[src/core/fdt_pkg.sv]
// Constants and types shared by the fetch deadman timer files
`default_nettype none
package fdt_pkg;

   // ********************************
   // APB register map (byte offsets)
   // ********************************
   localparam int         ADDR_W     = 8;
   localparam logic [7:0] OFS_CON    = 8'h00;
   localparam logic [7:0] OFS_PRECLR = 8'h04;
   localparam logic [7:0] OFS_CLR    = 8'h08;
   localparam logic [7:0] OFS_STAT   = 8'h0C;
   localparam logic [7:0] OFS_CNTL   = 8'h10;
   localparam logic [7:0] OFS_CNTH   = 8'h14;
   localparam logic [7:0] OFS_PSCNTL = 8'h18;
   localparam logic [7:0] OFS_PSCNTH = 8'h1C;
   localparam logic [7:0] OFS_HOLD   = 8'h20;

   // ********************************
   // Field positions
   // ********************************
   localparam int ON_BIT   = 15;
   localparam int KEY1_LSB = 8;
   localparam int KEY2_LSB = 0;
   localparam int BAD_FIRST_KEY_FLAG_BIT = 7;
   localparam int BAD_SECOND_KEY_FLAG_BIT = 6;
   localparam int EVT_BIT  = 5;
   localparam int WIN_BIT  = 0;
   localparam int HALF_W   = 16;
   localparam int CNT_W    = 32;

   // ********************************
   // Key patterns and reset values
   // ********************************
   localparam logic [7:0]  KEY_FIRST  = 8'h40;
   localparam logic [7:0]  KEY_SECOND = 8'h08;
   localparam logic [7:0]  KEY_RST    = 8'h00;
   localparam logic [31:0] CNT_RST    = 32'h0000_0000;
   localparam logic [15:0] HALF_RST   = 16'h0000;
   localparam logic [31:0] DATA_RST   = 32'h0000_0000;

   // ********************************
   // Configuration load sequence
   // ********************************
   typedef enum logic {
      CFG_LOAD,
      CFG_DONE
   } fdt_cfg_t;

endpackage : fdt_pkg
`default_nettype wire

[src/core/fdt_fetch_counter.sv]
// 32-bit fetch counter that stops at the match value
`default_nettype none
module fdt_fetch_counter (
   input  wire logic                      pclk,    // System clock
   input  wire logic                      presetn, // Async reset, active low
   input  wire logic                      run,     // Qualified fetch this cycle
   input  wire logic                      clear,   // Restart count at zero
   input  wire logic [fdt_pkg::CNT_W-1:0] match,   // Match value
   output logic      [fdt_pkg::CNT_W-1:0] count,   // Live count
   output logic                           expired  // Count equals match
);
   import fdt_pkg::*;

   // ********************************
   // Counter
   // ********************************
   // Stops at match so the expiry stays visible
   always_ff @(posedge pclk or negedge presetn) begin
      if (!presetn) begin
         count <= CNT_RST;
      end else if (clear) begin
         count <= CNT_RST;
      end else if (run && !expired) begin
         count <= count + 32'h0000_0001;
      end
   end

   assign expired = (count == match);
endmodule : fdt_fetch_counter
`default_nettype wire

[src/core/fdt_deadman.sv]
// Top of the fetch deadman timer: APB registers, keys and flags
//
// How it works
// - Count each instruction fetch on pclk
// - Hold the count while the core sleeps
// - 32-bit counter, match from two halves
// - Enable by fuse or software on bit
// - Software on bit obeys only without fuse disable
// - First key 0x40 in upper byte arms
// - Wrong first key sets bad first flag
// - First key cleared by reset event, good clear
// - Second key 0x08 clears keys and counter
// - Wrong second key flags, keeps first, stores
// - Second key cleared by reset event
// - Status bit 7 bad first, 6 second
// - Status bit 5 on expiry or bad key
// - Status bit 0 shows clear window open
// - Low count register reads count low half
// - High count register reads count high half
// - Low mirror shows low fuse match word
// - Event drives the interrupt to the core
// - Hold register captures high half on read
// - High mirror shows high fuse match word
`default_nettype none
module fdt_deadman (
   input  wire logic                       pclk,                 // System clock, 50 MHz
   input  wire logic                       presetn,              // Async reset, active low
   input  wire logic                       psel,                 // APB select
   input  wire logic                       penable,              // APB access phase
   input  wire logic                       pwrite,               // APB write
   input  wire logic [fdt_pkg::ADDR_W-1:0] paddr,                // APB byte address
   input  wire logic [31:0]                pwdata,               // APB write data
   output logic      [31:0]                prdata,               // APB read data
   output logic                            pready,               // APB ready
   output logic                            pslverr,              // APB error, unmapped
   input  wire logic                       fetch_strobe,         // Core fetched an instruction
   input  wire logic                       cpu_sleep,            // Core in sleep state
   input  wire logic                       timer_reset_event,    // Timer reset event pulse
   input  wire logic                       fuse_timer_enable,    // Fuse enables timer
   input  wire logic                       fuse_timer_disable,   // Fuse locks software on bit
   input  wire logic [15:0]                fuse_match_low_word,  // Fuse match low word
   input  wire logic [15:0]                fuse_match_high_word, // Fuse match high word
   output logic                            malfunction_irq       // Event to the core
);
   import fdt_pkg::*;

   // ********************************
   // Declarations
   // ********************************
   fdt_cfg_t    cfg_state;
   logic        fuse_en;
   logic        fuse_dis;
   logic [15:0] match_lo;
   logic [15:0] match_hi;
   logic        sw_on;
   logic        active;
   logic [7:0]  first_key_field;
   logic [7:0]  second_key_field;
   logic        bad_first_key_flag;
   logic        bad_second_key_flag;
   logic        timeout_event_flag;
   logic        clear_window_open;
   logic [15:0] upper_count_captured;
   logic [31:0] count;
   logic        expired;
   logic        run;
   logic        wr_acc;
   logic        rd_acc;
   logic        rd_setup;
   logic        mapped;
   logic        pre_wr;
   logic        clr_wr;
   logic        con_wr;
   logic [7:0]  wr_k1;
   logic [7:0]  wr_k2;
   logic        bad_first_key_flag_set;
   logic        bad_second_key_flag_set;
   logic        good_clear;
   logic        hw_clear;
   logic        evt_set;
   logic [15:0] rd_mux;

   // ********************************
   // Configuration load
   // ********************************
   // Fuse words are caught by a clocked step after release,
   // never by the async reset itself
   always_ff @(posedge pclk or negedge presetn) begin
      if (!presetn) begin
         cfg_state <= CFG_LOAD;
      end else begin
         unique case (cfg_state)
            CFG_LOAD: cfg_state <= CFG_DONE;
            CFG_DONE: cfg_state <= CFG_DONE;
         endcase
      end
   end

   // Mirrors stay fixed until the next power-on reset
   always_ff @(posedge pclk or negedge presetn) begin
      if (!presetn) begin
         match_lo <= HALF_RST;
         match_hi <= HALF_RST;
         fuse_en  <= 1'b0;
         fuse_dis <= 1'b0;
      end else if (cfg_state == CFG_LOAD) begin
         match_lo <= fuse_match_low_word;
         match_hi <= fuse_match_high_word;
         fuse_en  <= fuse_timer_enable;
         fuse_dis <= fuse_timer_disable;
      end
   end

   // ********************************
   // APB decode
   // ********************************
   // Zero wait states: read data is staged in the setup cycle
   assign pready   = 1'b1;
   assign wr_acc   = psel && penable && pwrite;
   assign rd_acc   = psel && penable && !pwrite;
   assign rd_setup = psel && !penable && !pwrite;
   assign pre_wr   = wr_acc && (paddr == OFS_PRECLR);
   assign clr_wr   = wr_acc && (paddr == OFS_CLR);
   assign con_wr   = wr_acc && (paddr == OFS_CON);
   assign wr_k1    = pwdata[KEY1_LSB +: 8];
   assign wr_k2    = pwdata[KEY2_LSB +: 8];

   // Unmapped addresses answer with an error, writes dropped
   always_comb begin
      unique case (paddr)
         OFS_CON, OFS_PRECLR, OFS_CLR,
         OFS_STAT, OFS_CNTL, OFS_CNTH,
         OFS_PSCNTL, OFS_PSCNTH, OFS_HOLD: mapped = 1'b1;
         default:                          mapped = 1'b0;
      endcase
   end

   assign pslverr = psel && penable && !mapped;

   // ********************************
   // Enable
   // ********************************
   // Fuse lock leaves the on bit frozen at its last value
   always_ff @(posedge pclk or negedge presetn) begin
      if (!presetn) begin
         sw_on <= 1'b0;
      end else if (con_wr && !fuse_dis) begin
         sw_on <= pwdata[ON_BIT];
      end
   end

   // Nothing runs before the fuse words are loaded
   assign active = (cfg_state == CFG_DONE) && (fuse_en || sw_on);
   assign clear_window_open = active;

   // ********************************
   // Key sequence
   // ********************************
   // A second key only counts after an armed first key
   assign bad_first_key_flag_set   = pre_wr && (wr_k1 != KEY_FIRST);
   assign good_clear = clr_wr && (first_key_field == KEY_FIRST) && (wr_k2 == KEY_SECOND);
   assign bad_second_key_flag_set   = clr_wr && !good_clear;
   assign hw_clear   = timer_reset_event || good_clear;

   // First key field
   always_ff @(posedge pclk or negedge presetn) begin
      if (!presetn) begin
         first_key_field <= KEY_RST;
      end else if (hw_clear) begin
         first_key_field <= KEY_RST;
      end else if (pre_wr) begin
         first_key_field <= wr_k1;
      end
   end

   // Second key field keeps a bad value for software to see
   always_ff @(posedge pclk or negedge presetn) begin
      if (!presetn) begin
         second_key_field <= KEY_RST;
      end else if (hw_clear) begin
         second_key_field <= KEY_RST;
      end else if (clr_wr) begin
         second_key_field <= wr_k2;
      end
   end

   // ********************************
   // Status flags
   // ********************************
   // Set wins over clear so no bad key is lost
   always_ff @(posedge pclk or negedge presetn) begin
      if (!presetn) begin
         bad_first_key_flag <= 1'b0;
      end else if (bad_first_key_flag_set) begin
         bad_first_key_flag <= 1'b1;
      end else if (hw_clear) begin
         bad_first_key_flag <= 1'b0;
      end
   end

   // Bad second key flag, same policy
   always_ff @(posedge pclk or negedge presetn) begin
      if (!presetn) begin
         bad_second_key_flag <= 1'b0;
      end else if (bad_second_key_flag_set) begin
         bad_second_key_flag <= 1'b1;
      end else if (hw_clear) begin
         bad_second_key_flag <= 1'b0;
      end
   end

   // Expiry or any bad key raises the event; the expiry term
   // yields to a clear, since the count restarts at that same edge
   assign evt_set = (active && expired && !hw_clear) || bad_first_key_flag_set || bad_second_key_flag_set;

   // Held until a reset event or a good clear
   always_ff @(posedge pclk or negedge presetn) begin
      if (!presetn) begin
         timeout_event_flag <= 1'b0;
      end else if (evt_set) begin
         timeout_event_flag <= 1'b1;
      end else if (hw_clear) begin
         timeout_event_flag <= 1'b0;
      end
   end

   // Level interrupt straight from the flag register
   assign malfunction_irq = timeout_event_flag;

   // ********************************
   // Counter
   // ********************************
   // No fetches arrive in sleep, gated anyway
   assign run = active && fetch_strobe && !cpu_sleep;

   fdt_fetch_counter u_counter (
      .pclk    (pclk),
      .presetn (presetn),
      .run     (run),
      .clear   (hw_clear),
      .match   ({match_hi, match_lo}),
      .count   (count),
      .expired (expired)
   );

   // ********************************
   // Hold register
   // ********************************
   // Either count read snaps the high half
   always_ff @(posedge pclk or negedge presetn) begin
      if (!presetn) begin
         upper_count_captured <= HALF_RST;
      end else if (rd_acc && (paddr == OFS_CNTL || paddr == OFS_CNTH)) begin
         upper_count_captured <= count[CNT_W-1:HALF_W];
      end
   end

   // ********************************
   // Read data
   // ********************************
   // Read mux, reserved bits zero
   always_comb begin
      rd_mux = HALF_RST;
      unique case (paddr)
         OFS_CON: rd_mux[ON_BIT] = sw_on;
         OFS_PRECLR: rd_mux[KEY1_LSB +: 8] = first_key_field;
         OFS_CLR: rd_mux[KEY2_LSB +: 8] = second_key_field;
         OFS_STAT: begin
            rd_mux[BAD_FIRST_KEY_FLAG_BIT] = bad_first_key_flag;
            rd_mux[BAD_SECOND_KEY_FLAG_BIT] = bad_second_key_flag;
            rd_mux[EVT_BIT]  = timeout_event_flag;
            rd_mux[WIN_BIT]  = clear_window_open;
         end
         OFS_CNTL: rd_mux = count[HALF_W-1:0];
         OFS_CNTH: rd_mux = count[CNT_W-1:HALF_W];
         OFS_PSCNTL: rd_mux = match_lo;
         OFS_PSCNTH: rd_mux = match_hi;
         OFS_HOLD: rd_mux = upper_count_captured;
         default: rd_mux = HALF_RST;
      endcase
   end

   // Registered in setup so the count is the one at that edge
   always_ff @(posedge pclk or negedge presetn) begin
      if (!presetn) begin
         prdata <= DATA_RST;
      end else if (rd_setup) begin
         prdata <= {HALF_RST, rd_mux};
      end
   end
endmodule : fdt_deadman
`default_nettype wire

[config.mk]
export PLATFORM = sky130hd
export DESIGN_NAME = fdt_deadman
export DESIGN_NICKNAME = d
export VERILOG_FILES = /design/src/core/fdt_pkg.sv /design/src/core/fdt_fetch_counter.sv /design/src/core/fdt_deadman.sv
export SDC_FILE = /design/constraint.sdc
export NUM_CORES = 1
export LEC_CHECK = 0
export BUFFER_PORTS_ARGS = -buffer_cell sky130_fd_sc_hd__buf_2
export CAP_MARGIN = 20
export CORE_MARGIN = 2
export CORE_UTILIZATION = 40
export DETAILED_ROUTE_END_ITERATION = 12
export GPL_TIMING_DRIVEN = 0
export REMOVE_ABC_BUFFERS = 1
export SLEW_MARGIN = 40
export SYNTH_ARGS = -nofsm -noshare
export SYNTH_HDL_FRONTEND = slang
export SYNTH_SLANG_ARGS = --single-unit
[constraint.sdc]
create_clock -name pclk -period 4.9 [get_ports pclk]
set_input_delay 0.98 -clock pclk [delete_from_list [all_inputs] [get_ports pclk]]
set_output_delay 0.98 -clock pclk [all_outputs]
set_load 0.02 [all_outputs]
### Yosys cells after proc, flatten, opt, wreduce, memory -nomap -nowiden

Index checks and enable logic that the tools add are counted.
Widths: inputs -> output; s select.

| word-level totals | value |
|---|---|
| register bits | 119 |
| bits of input ports | 82 |
| output and inout port bits | 35 |
| logic and storage cells | 85 |

| operators by class | value |
|---|---|
| add/subtract/negate cells | 1 |
| equal/unequal tests | 12 |
| muxes and demuxes | 16 |
| reductions and logical operators | 42 |

Operators with widths:

| cell | number |
|---|---|
| $mux 32 | 2 |
| $pmux 7 s6 | 1 |
| $add 32x1->32 const B | 1 |
| $eq 32x32->1 | 1 |
| $eq 8x5->1 const B | 4 |
| $mux 8 | 4 |
| $eq 8x4->1 const B | 3 |
| $pmux 4 s6 | 1 |
| $logic_and 1x1->1 | 21 |
| $pmux 3 s7 | 1 |
| $pmux 1 s7 | 2 |
| $reduce_bool 2->1 | 6 |
| $reduce_or 9->1 | 1 |
| $eq 8x3->1 const B | 1 |
| $eq 8x6->1 const B | 1 |
| $eq 8x7->1 const B | 1 |
| $logic_not 1->1 | 8 |
| $logic_not 8->1 | 1 |
| $ne 8x7->1 const B | 1 |
| $logic_or 1x1->1 | 5 |
| $mux 1 | 5 |

### Logic depth before layout (Yosys ltp)

| logic depth | value |
|---|---|
| word-level depth | 11 |
| depth in mapped cells | 9 |
| depth with buffers taken out | 6 |

### By module

From an unflattened synthesis, not the netlist that was laid out.

| second synthesis, totals | value |
|---|---|
| cell total of the unflattened synthesis | 619 |
| area total of the unflattened synthesis | 6661.4 µm² |

By module, submodules not included:

| module | instances | cells each | area each (µm²) |
|---|---|---|---|
| fdt_deadman | 1 | 381 | 4459.3 |
| fdt_fetch_counter | 1 | 238 | 2202.1 |

### Least setup slack after synthesis

Ideal clock, no wire load.

| timing path | value |
|---|---|
| kind | input to output |
| start point | input paddr[2] (netlist name) |
| end point | output pslverr |
| arrival | 2.688 ns |
| data required time | 3.920 ns |
| slack | 1.232 ns |
| stages | 5 |
| path through | buf_2 > buf_1 > clkbuf_1 > o21ai_0 > a221oi_1 |

| on the way | value |
|---|---|
| longest elaborated chain between the ends | 5 |
| elaborated cells between the ends (all ways) | 13 |
| classes of those cells | eq/ne (8); mux (1); reduce/logical (4) |

RTL lines:

| element | line | source |
|---|---|---|
| from (decl) | fdt_deadman.sv:31 | `input wire logic [fdt_pkg::ADDR_W-1:0] paddr,` |
| $eq 8x3->1 (tied with other cells) | fdt_deadman.sv:130 | `unique case (paddr)` |
| $reduce_or 9->1 * | fdt_deadman.sv:130 |  |
| $mux 1 * | fdt_deadman.sv:130 |  |
| $logic_not 1->1 * | fdt_deadman.sv:138 | `assign pslverr = psel && penable && !mapped;` |
| $logic_and 1x1->1 * | fdt_deadman.sv:138 |  |
| to (decl) | fdt_deadman.sv:35 | `output logic pslverr,` |

Every way passes the cells marked *; elsewhere a longest branch is shown, timed or not.

### Worst setup path in the final report

| timing path | value |
|---|---|
| start point | input paddr[3] (netlist name) |
| end point | output pslverr |

Same word-level chain as after synthesis.

==> impl_metrics.py <==
metrics = {
    "clock_tree": {
        "cts_max_level": 4,
        "cts_made_buffers": 17,
        "ctsHoldBuffers": 0,
        "clock-root-buffer": "clkbuf_16",
        "insertion_delay_ns": 0.42,
        "cts_setup_buffers": 0,
        "clkSinkCount": 119,
        "clockBufferDepth": 2,
        "path_clk_slew_ns": 0.05,
        "cts_resized": 0,
        "cts_tree": "done",
    },
    "power": {
        "p_leak_nw": 3.37,
        "ir_worst_vdd_mv": 0.197,
        "powerDensity_mw_per_mm2": 317,
    },
    "logic_synthesis": {
        "synth_area_per_cell_um2": 10.3,
        "netlist_area_mm2": 0.00654,
        "yosysUniqueCellTypes": 61,
        "synth_edf_count": 0,
        "ys_seq_area_share_pct": 45.5,
        "yosys_register_bits": 119,
        "synthCells": 635,
        "async_flop_share_pct": 100,
        "ys.flop_type": "dfrtp_1",
        "yosys_warnings": 0,
    },
    "timing": {
        "max_freq_mhz": 270,
        "slew_violations": 0,
        "rsz0062_at_grt": "false",
        "finalCriticalPeriod_ns": 3.70,
        "fin_skew_ns": 0.00729,
        "relSlewSlack_pct": 52.6,
        "tightest_slew_ns": 0.711,
        "setup_violations": 0,
        "hold_violations": 0,
        "setup_tns_ns": 0,
        "fin_crit_sh_pct": 75.6,
        "holdWs_ns": 0.470,
    },
    "floorplan": {
        "ios": 117,
        "coreArea_mm2": 0.0159,
        "start_util_pct": 41.0,
        "die_x_um": 132,
        "dieArea_mm2": 0.0174,
        "die_y_um": 132,
        "rows": 46,
    },
    "final_layout": {
        "post-route-util_pct": 48.3,
        "antennaDiodeCount": 0,
        "regArea_mm2": 0.00298,
        "nFillCells": 1484,
        "drive_above_1_share_pct": 26.5,
        "syn2layout_area_growth_pct": 17.7,
        "multi_input_area_mm2": 0.00338,
        "final_cells": 932,
        "nets": 789,
    },
    "outcome": {
        "status": "finished clean",
    },
    "critical_path": {
        "regToRegStartpoint": "cfg_state",
        "worstPathArrival_ns": 2.72,
        "critical_path_class": "in -> out",
        "start_kind": "input pin",
        "cp_max_fo": 15,
        "end_kind": "output pin",
        "r2r_cells": 7,
        "cp.required_ns": 3.92,
        "r2r-end": "u_counter.count[14]",
        "rrSetupSlack_ns": 2.08,
    },
    "flow_run": {
        "maxCapViolations": 0,
    },
    "route": {
        "viasPerCell": 5.84,
        "drt_iter0_markers": 487,
        "drc": 0,
        "post_drt_wl_per_cell_um": 20.0,
        "drtAntennaViolNets": 0,
        "dr.pass1.iters": 5,
        "drt_wl_total_um": 18700,
        "vias": 5441,
    },
    "grt": {
        "grt-ovfl-total": 0,
        "track_usage_pct": 22.2,
        "grt_pass1_wl_um": 29900,
        "grt_start_max_net_pins": 66,
        "antenna_found_initial": 0,
        "grt_pass1_vias": 5372,
    },
    "place": {
        "dp_hpwl_um": 13900,
        "io_buffer_count": 83,
        "dp_cells": 902,
        "gp_routability_congestion": 0.926,
    },
    "min_path": {
        "min_path_type": "in -> async",
    },
}
[report_power, final]
| part | internal (W) | switching (W) | leakage (nW) | total (W) |
|---|---|---|---|---|
| registers | 0.00102 | 0.0000435 | 1.57 | 0.00107 |
| clock network | 0.000738 | 0.000411 | 0.269 | 0.00115 |
| logic | 0.0000889 | 0.000133 | 1.54 | 0.000221 |
| total | 0.00185 | 0.000587 | 3.37 | 0.00244 |
[cells in the mapped netlist (all sizes together), types with 5 or more instances]
master | n | area, um^2
buf | 36 | 218
nor4 | 14 | 103
nor4b | 5 | 50.0
xnor2 | 7 | 61.3
nor2 | 50 | 206
nand3 | 15 | 75.1
a21oi | 28 | 140
a31oi | 7 | 43.8
a22o | 8 | 70.1
mux2i | 27 | 270
o21ai | 27 | 139
a221oi | 14 | 123
or3 | 13 | 81.3
a22oi | 6 | 45.0
dfrtp | 119 | 2980
and3 | 5 | 31.3
clkbuf | 16 | 60.1
and2 | 5 | 31.3
xor2 | 34 | 298
nor3 | 11 | 80.1
and4 | 7 | 61.3
nand2 | 52 | 195
nand4 | 9 | 56.3
o211ai | 5 | 37.5
mux2 | 53 | 597
or4 | 7 | 56.3
[final cells by class]
class	count	area share [%]
Multi-Input combinational cell	476	43.9
Sequential cell	119	38.7
Timing Repair Buffer	88	6.68
Clock buffer	25	6.44
Tap cell	216	3.51
Clock inverter	4	0.585
Inverter	4	0.195
[through the flow]
step / power [W] / worst slack (ns) / instance area, um^2
2_1_floorplan: 0.00118 / 1.77 / 6320
3_3_place_gp: 0.00129 / 1.17 / 7010
3_5_place_dp: 0.00130 / 1.22 / 7120
4_1_cts: 0.00246 / 1.20 / 7660
5_1_grt: 0.00253 / 1.08 / 7700
6_report: 0.00244 / 1.20 / 7700
[layout by cell type, fill, tap and decap left out, types with 4 or more instances in the layout]
cell / n
inv_1: 4
dfrtp_1: 118
buf_2: 82
nand2b_1: 4
xor2_1: 34
nor4_1: 13
a31oi_1: 6
nand2_1: 52
nor2_1: 47
nor3_2: 4
a22o_1: 8
a221o_1: 4
a221oi_1: 14
clkbuf_8: 4
a211oi_1: 4
and3_1: 5
a22oi_1: 6
or4_1: 6
xnor2_1: 7
clkbuf_1: 4
o31ai_1: 4
mux2i_1: 27
nor3_1: 5
conb_1: 18
clkbuf_16: 17
nand3_1: 15
nor4b_1: 4
nand4_1: 9
o211ai_1: 5
and2_1: 5
or3_1: 13
and4_1: 7
a21oi_1: 28
o21ai_0: 26
mux2_2: 53
[worst max-delay path, stage by stage]
cell and delay, ns:
buf_2 0.32, or3b_2 0.58, or3_1 0.41, o21ai_0 0.10, a221oi_1 0.12, buf_2 0.20
[how the worst max path moves through the flow]
stage                     startpoint                   to  cells after the start
after detailed placement    paddr[3]              pslverr                      6
after CTS                   paddr[3]              pslverr                      6
after floorplan             paddr[1]              pslverr                      4
final                       paddr[3]              pslverr                      6
after global placement      paddr[2]  u_counter.count[15]                      5
after global routing        paddr[3]              pslverr                      6
[cells by family after synthesis]
| kind of cell | count (synthesis) | share of synthesized area [%] |
|---|---|---|
| other | 2 | 0.115 |
| XOR/XNOR | 41 | 5.49 |
| AND/OR/NAND/NOR | 206 | 17.2 |
| AO/OA/AOI/OAI | 130 | 13.7 |
| buffers and inverters | 56 | 4.48 |
| adder cells (fa/ha/maj) | 1 | 0.191 |
| flip-flops | 119 | 45.5 |
| multiplexers | 80 | 13.3 |
[layer usage]
metal | vias to the layer above | routed length [um] | global-route usage, %
met5 | - | 0 | 0
met4 | 0 | 447 | 8.70
met3 | 29 | 1220 | 5.34
met2 | 223 | 8960 | 35.8
met1 | 2725 | 8040 | 29.1
li1 | 2464 | - | -
[state kept, by name, summed over array words and instances (netlist names), 8 cells and up]
| name | cells |
|---|---|
| first_key_field | 8 |
| match_hi | 16 |
| match_lo | 16 |
| prdata | 16 |
| second_key_field | 8 |
| u_counter.count | 32 |
| upper_count_captured | 16 |
Power figures use the tool's default switching activity.
